$ cat src/pmg_pkg.sv
/*
 * shared constants and types for the pulse modulation generator.
 * assumes a 125 MHz core clock; all times held as 8 ns tick counts.
 */
package pmg_pkg;

	localparam int unsigned CLK_HZ       = 125000000;
	localparam int unsigned TW           = 32;

	// sync output delay limits, as printed
	localparam int unsigned SYNC_MIN_NS  = 100;
	localparam int unsigned SYNC_MAX_MS  = 10;
	// least time rounds up, longest rounds down
	localparam logic [31:0] SYNC_MIN_CYC =
		32'((SYNC_MIN_NS * 64'd125 + 999) / 1000);
	localparam logic [31:0] SYNC_MAX_CYC =
		32'(64'(SYNC_MAX_MS) * CLK_HZ / 1000);

	// reset values of the settings, in cycles
	localparam logic [31:0] PER_RST      = 32'h0001_e848;
	localparam logic [31:0] WID_RST      = 32'h0000_04e2;
	localparam logic [31:0] DLY_RST      = 32'h0000_0000;
	localparam logic [31:0] SYNC_RST     = 32'h0000_000d;

	typedef enum logic [1:0] {
		PMG_GEN_OFF  = 2'h0,
		PMG_SINGLE   = 2'h1,
		PMG_FREE     = 2'h2,
		PMG_WINDOW   = 2'h3
	} pmg_mode_t;

	// one-hot generator sequencer
	typedef enum logic [3:0] {
		PMG_S_IDLE   = 4'h1,
		PMG_S_DELAY  = 4'h2,
		PMG_S_PULSE  = 4'h4,
		PMG_S_REST   = 4'h8
	} pmg_state_t;

	typedef struct packed {
		logic          pulse_on;
		logic          flipped_polarity;
		logic          use_external;
		pmg_mode_t     mode;
		logic [TW-1:0] generator_period;
		logic [TW-1:0] generator_width;
		logic [TW-1:0] generator_delay;
		logic [TW-1:0] sync_output_delay;
	} pmg_cfg_t;

	typedef struct packed {
		logic          pulse_on;
		logic          flipped_polarity;
		logic          use_external;
		pmg_mode_t     mode;
		logic [TW-1:0] generator_period;
		logic [TW-1:0] generator_width;
		logic [TW-1:0] generator_delay;
		logic [TW-1:0] sync_output_delay;
	} pmg_stat_t;

endpackage

$ cat src/pmg_top.sv
/*
 * pulse modulation generator: selects internal generator or external
 * pulse to gate the radio output, plus a delayed sync output.
 * assumes pulse inputs are synchronous to core_clk and the command
 * side presents settings as cycle counts with a one-cycle write strobe.
 */
//
// Contract
// - normal polarity: rf on while pulse high
// - flipped polarity: rf on while pulse low; code flips external pulse_in only, not the generator pulse
// - polarity setting readable back
// - source select internal or external
// - external source uses rear pulse pin
// - source selection readable back
// - pulse modulation on/off state held
// - programmable generator delay, readable back
// - rate accepted; held as period cycles
// - rate readable back as period
// - mode off stops internal pulses
// - single_shot: one pulse per trigger
// - free_running: repeats without trigger
// - window: pulses only while gate high
// - period programmable directly
// - sync delay clamped 100 ns..10 ms
// - programmable generator width
// - width readable back
`timescale 1ns/1ns
module pmg_top (
	// clock and reset
	input  wire logic              core_clk,
	input  wire logic              rst,
	// settings from command side
	input  wire logic              cfg_wr,
	input  wire pmg_pkg::pmg_cfg_t cfg_in,
	// external pins
	input  wire logic              pulse_in,
	input  wire logic              gate_or_fire_input,
	// outputs
	output logic                   radio_output,
	output logic                   sync_out,
	output pmg_pkg::pmg_stat_t     stat_out
);

	////////////////////////////////////////////////////////////////////
	// settings
	pmg_pkg::pmg_cfg_t    cfg_r;
	logic [31:0]          sync_clamp;

	always_comb begin
		if (cfg_in.sync_output_delay < pmg_pkg::SYNC_MIN_CYC)
			sync_clamp = pmg_pkg::SYNC_MIN_CYC;
		else if (cfg_in.sync_output_delay > pmg_pkg::SYNC_MAX_CYC)
			sync_clamp = pmg_pkg::SYNC_MAX_CYC;
		else
			sync_clamp = cfg_in.sync_output_delay;
	end

	always_ff @(posedge core_clk or posedge rst) begin
		if (rst) begin
			cfg_r.pulse_on          <= 1'b0;
			cfg_r.flipped_polarity  <= 1'b0;
			cfg_r.use_external      <= 1'b0;
			cfg_r.mode              <= pmg_pkg::PMG_GEN_OFF;
			cfg_r.generator_period  <= pmg_pkg::PER_RST;
			cfg_r.generator_width   <= pmg_pkg::WID_RST;
			cfg_r.generator_delay   <= pmg_pkg::DLY_RST;
			cfg_r.sync_output_delay <= pmg_pkg::SYNC_RST;
		end else if (cfg_wr) begin
			cfg_r                   <= cfg_in;
			cfg_r.generator_delay   <= cfg_in.generator_delay;
			cfg_r.generator_width   <= cfg_in.generator_width;
			cfg_r.sync_output_delay <= sync_clamp;
			// zero period is stored and read back as one
			if (cfg_in.generator_period == 32'h0000_0000)
				cfg_r.generator_period <= 32'h0000_0001;
		end
	end

	always_ff @(posedge core_clk or posedge rst) begin
		if (rst) begin
			// readback shows the settings defaults straight out of reset
			stat_out.pulse_on          <= 1'b0;
			stat_out.flipped_polarity  <= 1'b0;
			stat_out.use_external      <= 1'b0;
			stat_out.mode              <= pmg_pkg::PMG_GEN_OFF;
			stat_out.generator_period  <= pmg_pkg::PER_RST;
			stat_out.generator_width   <= pmg_pkg::WID_RST;
			stat_out.generator_delay   <= pmg_pkg::DLY_RST;
			stat_out.sync_output_delay <= pmg_pkg::SYNC_RST;
		end else begin
			stat_out.pulse_on          <= cfg_r.pulse_on;
			stat_out.flipped_polarity  <= cfg_r.flipped_polarity;
			stat_out.use_external      <= cfg_r.use_external;
			stat_out.mode              <= cfg_r.mode;
			stat_out.generator_period  <= cfg_r.generator_period;
			stat_out.generator_width   <= cfg_r.generator_width;
			stat_out.generator_delay   <= cfg_r.generator_delay;
			stat_out.sync_output_delay <= cfg_r.sync_output_delay;
		end
	end

	////////////////////////////////////////////////////////////////////
	// trigger edge detect
	logic                 gate_d_r;
	logic                 fire_edge;

	always_ff @(posedge core_clk or posedge rst) begin
		if (rst)
			gate_d_r <= 1'b0;
		else
			gate_d_r <= gate_or_fire_input;
	end

	assign fire_edge = gate_or_fire_input & ~gate_d_r;

	////////////////////////////////////////////////////////////////////
	// internal generator
	pmg_pkg::pmg_state_t  state_r;
	pmg_pkg::pmg_state_t  state_nxt;
	logic [31:0]          cnt_r;
	logic [31:0]          cnt_nxt;
	logic                 run_ok;
	logic                 start;
	logic                 gen_pulse;

	always_comb begin
		run_ok = 1'b0;
		start  = 1'b0;
		case (cfg_r.mode)
			pmg_pkg::PMG_FREE: begin
				run_ok = 1'b1;
				start  = 1'b1;
			end
			pmg_pkg::PMG_WINDOW: begin
				run_ok = gate_or_fire_input;
				start  = gate_or_fire_input;
			end
			pmg_pkg::PMG_SINGLE: begin
				// one start per rising trigger edge
				start  = fire_edge;
			end
			default: begin
				run_ok = 1'b0;
				start  = 1'b0;
			end
		endcase
	end

	always_comb begin
		state_nxt = state_r;
		cnt_nxt   = cnt_r - 32'h0000_0001;
		case (state_r)
			pmg_pkg::PMG_S_IDLE: begin
				cnt_nxt = cfg_r.generator_delay;
				if (start)
					state_nxt = pmg_pkg::PMG_S_DELAY;
			end
			pmg_pkg::PMG_S_DELAY: begin
				if (cnt_r == 32'h0000_0000) begin
					state_nxt = pmg_pkg::PMG_S_PULSE;
					cnt_nxt   = cfg_r.generator_width;
				end
			end
			pmg_pkg::PMG_S_PULSE: begin
				if (cnt_r <= 32'h0000_0001) begin
					state_nxt = pmg_pkg::PMG_S_REST;
					cnt_nxt   = (cfg_r.generator_period >
						cfg_r.generator_width) ?
						cfg_r.generator_period -
						cfg_r.generator_width : 32'h0000_0000;
				end
			end
			pmg_pkg::PMG_S_REST: begin
				if (cnt_r <= 32'h0000_0001) begin
					if (run_ok) begin
						state_nxt = pmg_pkg::PMG_S_PULSE;
						cnt_nxt   = cfg_r.generator_width;
					end else begin
						state_nxt = pmg_pkg::PMG_S_IDLE;
					end
				end
			end
			default: begin
				state_nxt = pmg_pkg::PMG_S_IDLE;
				cnt_nxt   = 32'h0000_0000;
			end
		endcase
		if (cfg_r.mode == pmg_pkg::PMG_GEN_OFF) begin
			state_nxt = pmg_pkg::PMG_S_IDLE;
			cnt_nxt   = 32'h0000_0000;
		end
		if (cfg_r.mode == pmg_pkg::PMG_WINDOW && !gate_or_fire_input) begin
			state_nxt = pmg_pkg::PMG_S_IDLE;
			cnt_nxt   = 32'h0000_0000;
		end
	end

	always_ff @(posedge core_clk or posedge rst) begin
		if (rst) begin
			state_r <= pmg_pkg::PMG_S_IDLE;
			cnt_r   <= 32'h0000_0000;
		end else begin
			state_r <= state_nxt;
			cnt_r   <= cnt_nxt;
		end
	end

	assign gen_pulse = (state_nxt == pmg_pkg::PMG_S_PULSE) &&
		(cfg_r.generator_width != 32'h0000_0000);

	////////////////////////////////////////////////////////////////////
	// rf gate
	logic                 ext_level;
	logic                 sel_pulse;

	assign ext_level = cfg_r.flipped_polarity ? ~pulse_in : pulse_in;
	assign sel_pulse = cfg_r.use_external ? ext_level : gen_pulse;

	always_ff @(posedge core_clk or posedge rst) begin
		if (rst)
			radio_output <= 1'b1;
		else
			radio_output <= cfg_r.pulse_on ? sel_pulse : 1'b1;
	end

	////////////////////////////////////////////////////////////////////
	// sync output, delayed from pulse start
	logic                 sync_busy_r;
	logic [31:0]          sync_cnt_r;
	logic                 gen_start;

	assign gen_start = gen_pulse && (state_r != pmg_pkg::PMG_S_PULSE);

	always_ff @(posedge core_clk or posedge rst) begin
		if (rst) begin
			sync_busy_r <= 1'b0;
			sync_cnt_r  <= 32'h0000_0000;
			sync_out    <= 1'b0;
		end else begin
			sync_out <= 1'b0;
			if (gen_start) begin
				sync_busy_r <= 1'b1;
				sync_cnt_r  <= cfg_r.sync_output_delay;
			end else if (sync_busy_r) begin
				if (sync_cnt_r <= 32'h0000_0001) begin
					sync_busy_r <= 1'b0;
					sync_out    <= 1'b1;
				end
				sync_cnt_r <= sync_cnt_r - 32'h0000_0001;
			end
		end
	end

endmodule // pmg_top

$ cat config.mk
export PLATFORM = sky130hd
export DESIGN_NAME = pmg_top
export DESIGN_NICKNAME = d
export VERILOG_FILES = /design/src/pmg_pkg.sv /design/src/pmg_top.sv
export SDC_FILE = /design/constraint.sdc
export NUM_CORES = 1
export LEC_CHECK = 0
export BUFFER_PORTS_ARGS = -buffer_cell sky130_fd_sc_hd__buf_2
export CAP_MARGIN = 20
export CORE_MARGIN = 10
export CORE_UTILIZATION = 25
export CTS_BUF_LIST = sky130_fd_sc_hd__clkbuf_2 sky130_fd_sc_hd__clkbuf_4 sky130_fd_sc_hd__clkbuf_8
export DETAILED_ROUTE_END_ITERATION = 10
export PLACE_DENSITY = 0.49
export SYNTH_ARGS = -nofsm -noshare
export SYNTH_HDL_FRONTEND = slang
export SYNTH_SLANG_ARGS = --single-unit
$ cat constraint.sdc
create_clock -name core_clk -period 13.76 [get_ports core_clk]
set_input_delay 0.688 -clock core_clk [delete_from_list [all_inputs] [get_ports core_clk]]
set_output_delay 0.688 -clock core_clk [all_outputs]
set_load 0.005 [all_outputs]
Word level (Yosys, flattened, before mapping)
Index checks and enable logic that the tools add are counted.
{ "totals": {"regBits": 338, "in_bits": 138, "out_inout_bits": 135, "elab_cells": 84} }
{ "op_classes": {"addsub": 3, "magnitude_cmp": 5, "n_eq_ne": 9, "n_mux": 32, "n_bitwise": 3, "n_reduce_logical": 9} }
{ "ops": {"columns": ["op", "count"], "rows": [
  ["$mux W32", 12],
  ["$pmux W32 S4", 1],
  ["$le A32 B1 Y1 const B", 2],
  ["$logic_not A32 Y1", 2],
  ["$sub A32 B1 Y32 const B", 2],
  ["$gt A32 B21 Y1 const B", 1],
  ["$gt A32 B32 Y1", 1],
  ["$lt A32 B4 Y1 const B", 1],
  ["$reduce_bool A32 Y1", 1],
  ["$sub A32 B32 Y32", 1],
  ["$mux W4", 6],
  ["$pmux W4 S4", 1],
  ["$mux W1", 9],
  ["$eq A4 B3 Y1 const B", 2],
  ["$eq A2 B2 Y1 const B", 2],
  ["$eq A4 B1 Y1 const B", 1],
  ["$eq A4 B2 Y1 const B", 1],
  ["$eq A4 B4 Y1 const B", 1],
  ["$ne A4 B3 Y1 const B", 1],
  ["$logic_and A1 B1 Y1", 3],
  ["$mux W3", 1],
  ["$pmux W1 S3", 1],
  ["$eq A2 B1 Y1 const B", 1],
  ["$logic_not A2 Y1", 1],
  ["5 further kinds", 6]
]} }

Longest topological paths before layout
{ "depth": {"word_depth": 11, "ltp_mapped": 13, "depth_no_buf": 12} }

Worst setup path after synthesis
No wires, ideal clock.
{ "synth_path": {"path_kind": "register to register", "startpoint": "register cnt_r[12]", "endpoint": "register sync_cnt_r[0]", "setup_time_ps": 125, "arrival_ps": 3011, "t_required_ps": 13635, "path_slack_ps": 10624, "stages_incl_launch_ff": 11, "n_path_buf": 2, "synth_period_minus_slack_ps": 3136, "cell_sequence": "dfrtp_1 -> or3_1 -> nor4_1 -> nand4_1 -> mux2i_1 -> and2_1 -> or4_1 -> nand2b_1 -> buf_6 -> buf_6 -> mux2_4"} }
{ "synth_via": {"elab_chain_cells": 9, "elab_cells_between_ends": 13, "classes_between": "order compare: 1; eq/ne: 1; mux: 7; reduce/logical: 4"} }
{ "synth_lines": {"columns": ["item", "line_no", "text"], "rows": [
  ["start: declaration", "pmg_top.sv:120", "logic [31:0] cnt_r;"],
  ["start signal: assignment", "pmg_top.sv:204", "cnt_r <= cnt_nxt;"],
  ["$le A32 B1 Y1 or $logic_not A32 Y1 (tied branches)", "pmg_top.sv:165, pmg_top.sv:174, pmg_top.sv:159", null],
  ["$mux W4, on equally long branches", "pmg_top.sv:174, pmg_top.sv:159, pmg_top.sv:165", null],
  ["$pmux W4 S4 *", "pmg_top.sv:152", "case (state_r)"],
  ["$mux W4 *", "pmg_top.sv:188", "if (cfg_r.mode == pmg_pkg::PMG_GEN_OFF) begin"],
  ["$mux W4 *", "pmg_top.sv:192", "if (cfg_r.mode == pmg_pkg::PMG_WINDOW && !gate_or_fire_input) begin"],
  ["net state_nxt[3]", "pmg_top.sv:119", "pmg_pkg::pmg_state_t state_nxt;"],
  ["$eq A4 B3 Y1 *", "pmg_top.sv:208", "assign gen_pulse = (state_nxt == pmg_pkg::PMG_S_PULSE) &&"],
  ["$logic_and A1 B1 Y1 *", "pmg_top.sv:208", null],
  ["$logic_and A1 B1 Y1 *", "pmg_top.sv:232", "assign gen_start = gen_pulse && (state_r != pmg_pkg::PMG_S_PULSE);"],
  ["$mux W32 or $reduce_bool A2 Y1 (tied branches)", null, null],
  ["end signal: assignment", "pmg_top.sv:243", "sync_cnt_r <= cfg_r.sync_output_delay;"],
  ["end signal: assignment", "pmg_top.sv:249", "sync_cnt_r <= sync_cnt_r - 32'h0000_0001;"],
  ["end: declaration", "pmg_top.sv:229", "logic [31:0] sync_cnt_r;"]
]} }
Mark *: on every way through the listed nets, which the timed path passes. The rest lies on a longest branch.
A chain may end at the register's enable or synchronous reset.

Worst setup path after layout
{ "layout_path": {"startpoint": "register cnt_r[12]", "endpoint": "register sync_cnt_r[24]"} }
Same word-level chain as after synthesis.

==> flow_metrics.py <==
metrics = {
    "logic_synthesis": {
        "syn_area_um2": 14700,
        "synth_area_leaders": "dfrtp_1 (52%), dfstp_2 (5.7%), mux2_2 (5.6%)",
        "synth_top_family_by_area": "simple AND/OR/NAND/NOR gates",
        "ys_seq_area_share_pct": 57.6,
        "synth_xor_area_share_pct": 5.17,
        "synth_edf_count": 0,
        "synth_nets": 1422,
        "synth_compound_area_share_pct": 11.2,
        "yosys_warnings": 0,
        "synth_flop_cell": "dfrtp_1",
        "synthDistinctLibCells": 64,
        "yosys-mux-area-fraction_pct": 8.66,
        "synth_adder_area_share_pct": 3.28,
        "synth_top_area_share_pct": 51.9,
        "synth-simple-area-share_pct": 11.4,
        "synth-seq-cells": 338,
        "yosysTopAreaCell": "dfrtp_1",
        "ys_async_sr_fraction_pct": 100,
        "netlist_instances": 1246,
        "avgSynthCellArea_um2": 11.8,
    },
    "die": {
        "die_h_um": 263,
        "core-area_um2": 58000,
        "rows": 88,
        "chipWidth_um": 263,
        "dieArea_um2": 69100,
        "ios": 273,
        "start_util_pct": 25.4,
    },
    "timing": {
        "rsz0062_at_grt": "false",
        "hold_viol_final": 0,
        "tightest_slew_ns": 1.08,
        "fin_crit_ns": 3.67,
        "period_share_pct": 26.6,
        "setup_viol": 0,
        "max-slew-margin-rel_pct": 28.0,
        "tns_ns": 0,
        "drv_slew": 0,
        "fmax_ghz": 0.273,
        "skew_ns": 0.0455,
    },
    "layout": {
        "finish.utilization_pct": 31.9,
        "syn_to_final_growth_pct": 25.5,
        "fillers": 5932,
        "fin_cells": 2377,
        "final_common_cell": "dfrtp_1",
        "nets": 1731,
        "layout-drive-gt1-share_pct": 34.8,
        "final_cell_mix": "dfrtp_1 (306), buf_2 (271), nand2_1 (91)",
    },
    "placed_design": {
        "place.port_buffers": 272,
        "dp_hpwl_um": 35000,
        "place_inst": 2251,
        "gp_congestion": 0.798,
    },
    "route": {
        "dr.first_iter.drc_count": 586,
        "firstDrtPassIters": 9,
        "route.detailed.drc": 0,
        "route.detailed.wl_per_inst_um": 19.7,
        "vias": 10943,
        "ant_nets": 0,
        "wl_um": 46800,
        "vias_per_cell": 4.60,
    },
    "setup_path": {
        "arrival_ns": 4.17,
        "cp.required_ns": 14.26,
        "path_buf_inv": 1,
        "crit_path_start_kind": "register",
        "path_cells": "or3_1 > nor4_1 > nand4_1 > mux2i_1 > and2_1 > or4_1 > nand2b_2 > buf_4 > mux2_4",
        "critPathCaptureType": "register",
        "crit_type": "reg -> reg",
        "worstPathMaxFanout": 34,
        "crit_family": "simple AND/OR/NAND/NOR gates",
        "slowest_delay_ns": 0.58,
        "crit_slowest_cell": "nor4_1",
    },
    "clock_network": {
        "hold_buffers": 0,
        "cts_tree": "yes",
        "cts.sinks": 338,
        "cts_max_path_buffers": 3,
        "clk_pin_slew_ns": 0.06,
        "root_buffer": "clkbuf_8",
        "post_cts_buffers": 0,
        "clkLatencyLatePin_ns": 0.66,
        "cts_made_buffers": 67,
        "cts.repair.resized": 0,
        "cts-htree-levels": 3,
    },
    "job": {
        "max-cap-violations": 0,
    },
    "power": {
        "power.density_nw_per_um2": 180,
        "p_leak_uw": 0.00860,
        "vdd_ir_drop_max_mv": 0.0819,
    },
    "min_path": {
        "hp-class": "in -> async",
    },
    "global_route": {
        "antenna_found_initial": 4,
        "grt_max_degree": 130,
        "grt_usage_pct": 13.3,
        "overflow": 0,
        "grt_pass1_wl_um": 71700,
        "grt_pass1_vias": 11645,
    },
    "status": {
        "status": "complete, no violations",
    },
}
Yosys cell counts (all sizes together) (14+ instances only):
cell type / n
nor4: 38
ha: 37
nor3: 29
a21o: 14
nand3: 20
a22oi: 17
clkbuf: 35
dfstp: 32
xor2: 47
o21ai: 71
nor2: 67
mux2: 100
xnor2: 40
a21oi: 53
inv: 53
a222oi: 19
nand2: 91
dfrtp: 306
per-stage QoR:
stage	worst slack [ns]	cell area, um2	hold WS (ns)	total power (uW)
2_1_floorplan	3.76	14700	0.354	1930
3_3_place_gp	9.86	17000	0.369	2210
3_5_place_dp	10.11	17000	0.372	2230
4_1_cts	10.08	18500	0.114	3380
5_1_grt	9.82	18500	0.149	3540
6_report	10.09	18500	0.180	3330
routing by layer:
layer | routed length (um) | share of wire, % | vias to the layer above | GRT usage (%)
li1 | - | - | 5146 | -
met1 | 20300 | 43 | 5428 | 16.3
met2 | 22700 | 49 | 297 | 22.2
met3 | 2820 | 6.0 | 68 | 3.62
met4 | 890 | 1.9 | 4 | 4.45
met5 | 24 | 0.051 | - | 0
cell type report:
type | instances | area (um2) | share of cell area, %
sequential | 338 | 8500 | 45.9
clock inverter | 16 | 198 | 1.07
clock buffer | 106 | 1300 | 7.01
tap | 765 | 957 | 5.17
multi-input combinational | 813 | 5870 | 31.7
inverter | 53 | 206 | 1.12
timing repair buffer | 282 | 1460 | 7.91
antenna | 4 | 10.0 | 0.0541
logic make-up (layout without fill, tap and decap cells):
kind of cell,count (synthesis),in the layout
and+or+nand+nor,332,332
xor gates and xnor gates,87,87
AOI/OAI and AO/OA,251,251
muxes,105,105
adders and majority gates,38,38
other,0,4
DFF,338,338
buffers and inverters,95,457
worst paths after layout:
check                                   startpoint             end  slack, ns  depth (start not counted)
worst max register to register           cnt_r[12]  sync_cnt_r[24]      10.09                          9
worst max-delay path                     cnt_r[12]  sync_cnt_r[24]      10.09                          9
max in group asynchronous                      rst   stat_out[117]      11.25                          4
min in group core_clk           gate_or_fire_input        gate_d_r       0.18                          1
worst min-delay path                           rst       cfg_r[35]       0.18                          2
worst min register to register          cfg_r[109]   stat_out[109]       0.38                          0
power breakdown:
group / total (uW) / switching, uW / leakage, uW / internal, uW
Clock: 1120 / 448 / 0.000790 / 675
Combinational: 985 / 566 / 0.00371 / 420
Sequential: 1220 / 105 / 0.00411 / 1110
Total: 3330 / 1120 / 0.00860 / 2210
state kept, by name, summed over array words and instances (netlist names):
name,cells
radio_output,1
gate_d_r,1
sync_out,1
stat_out,133
cfg_r,133
state_r,4
cnt_r,32
sync_busy_r,1
sync_cnt_r,32
(Power assumes the default switching activity.)
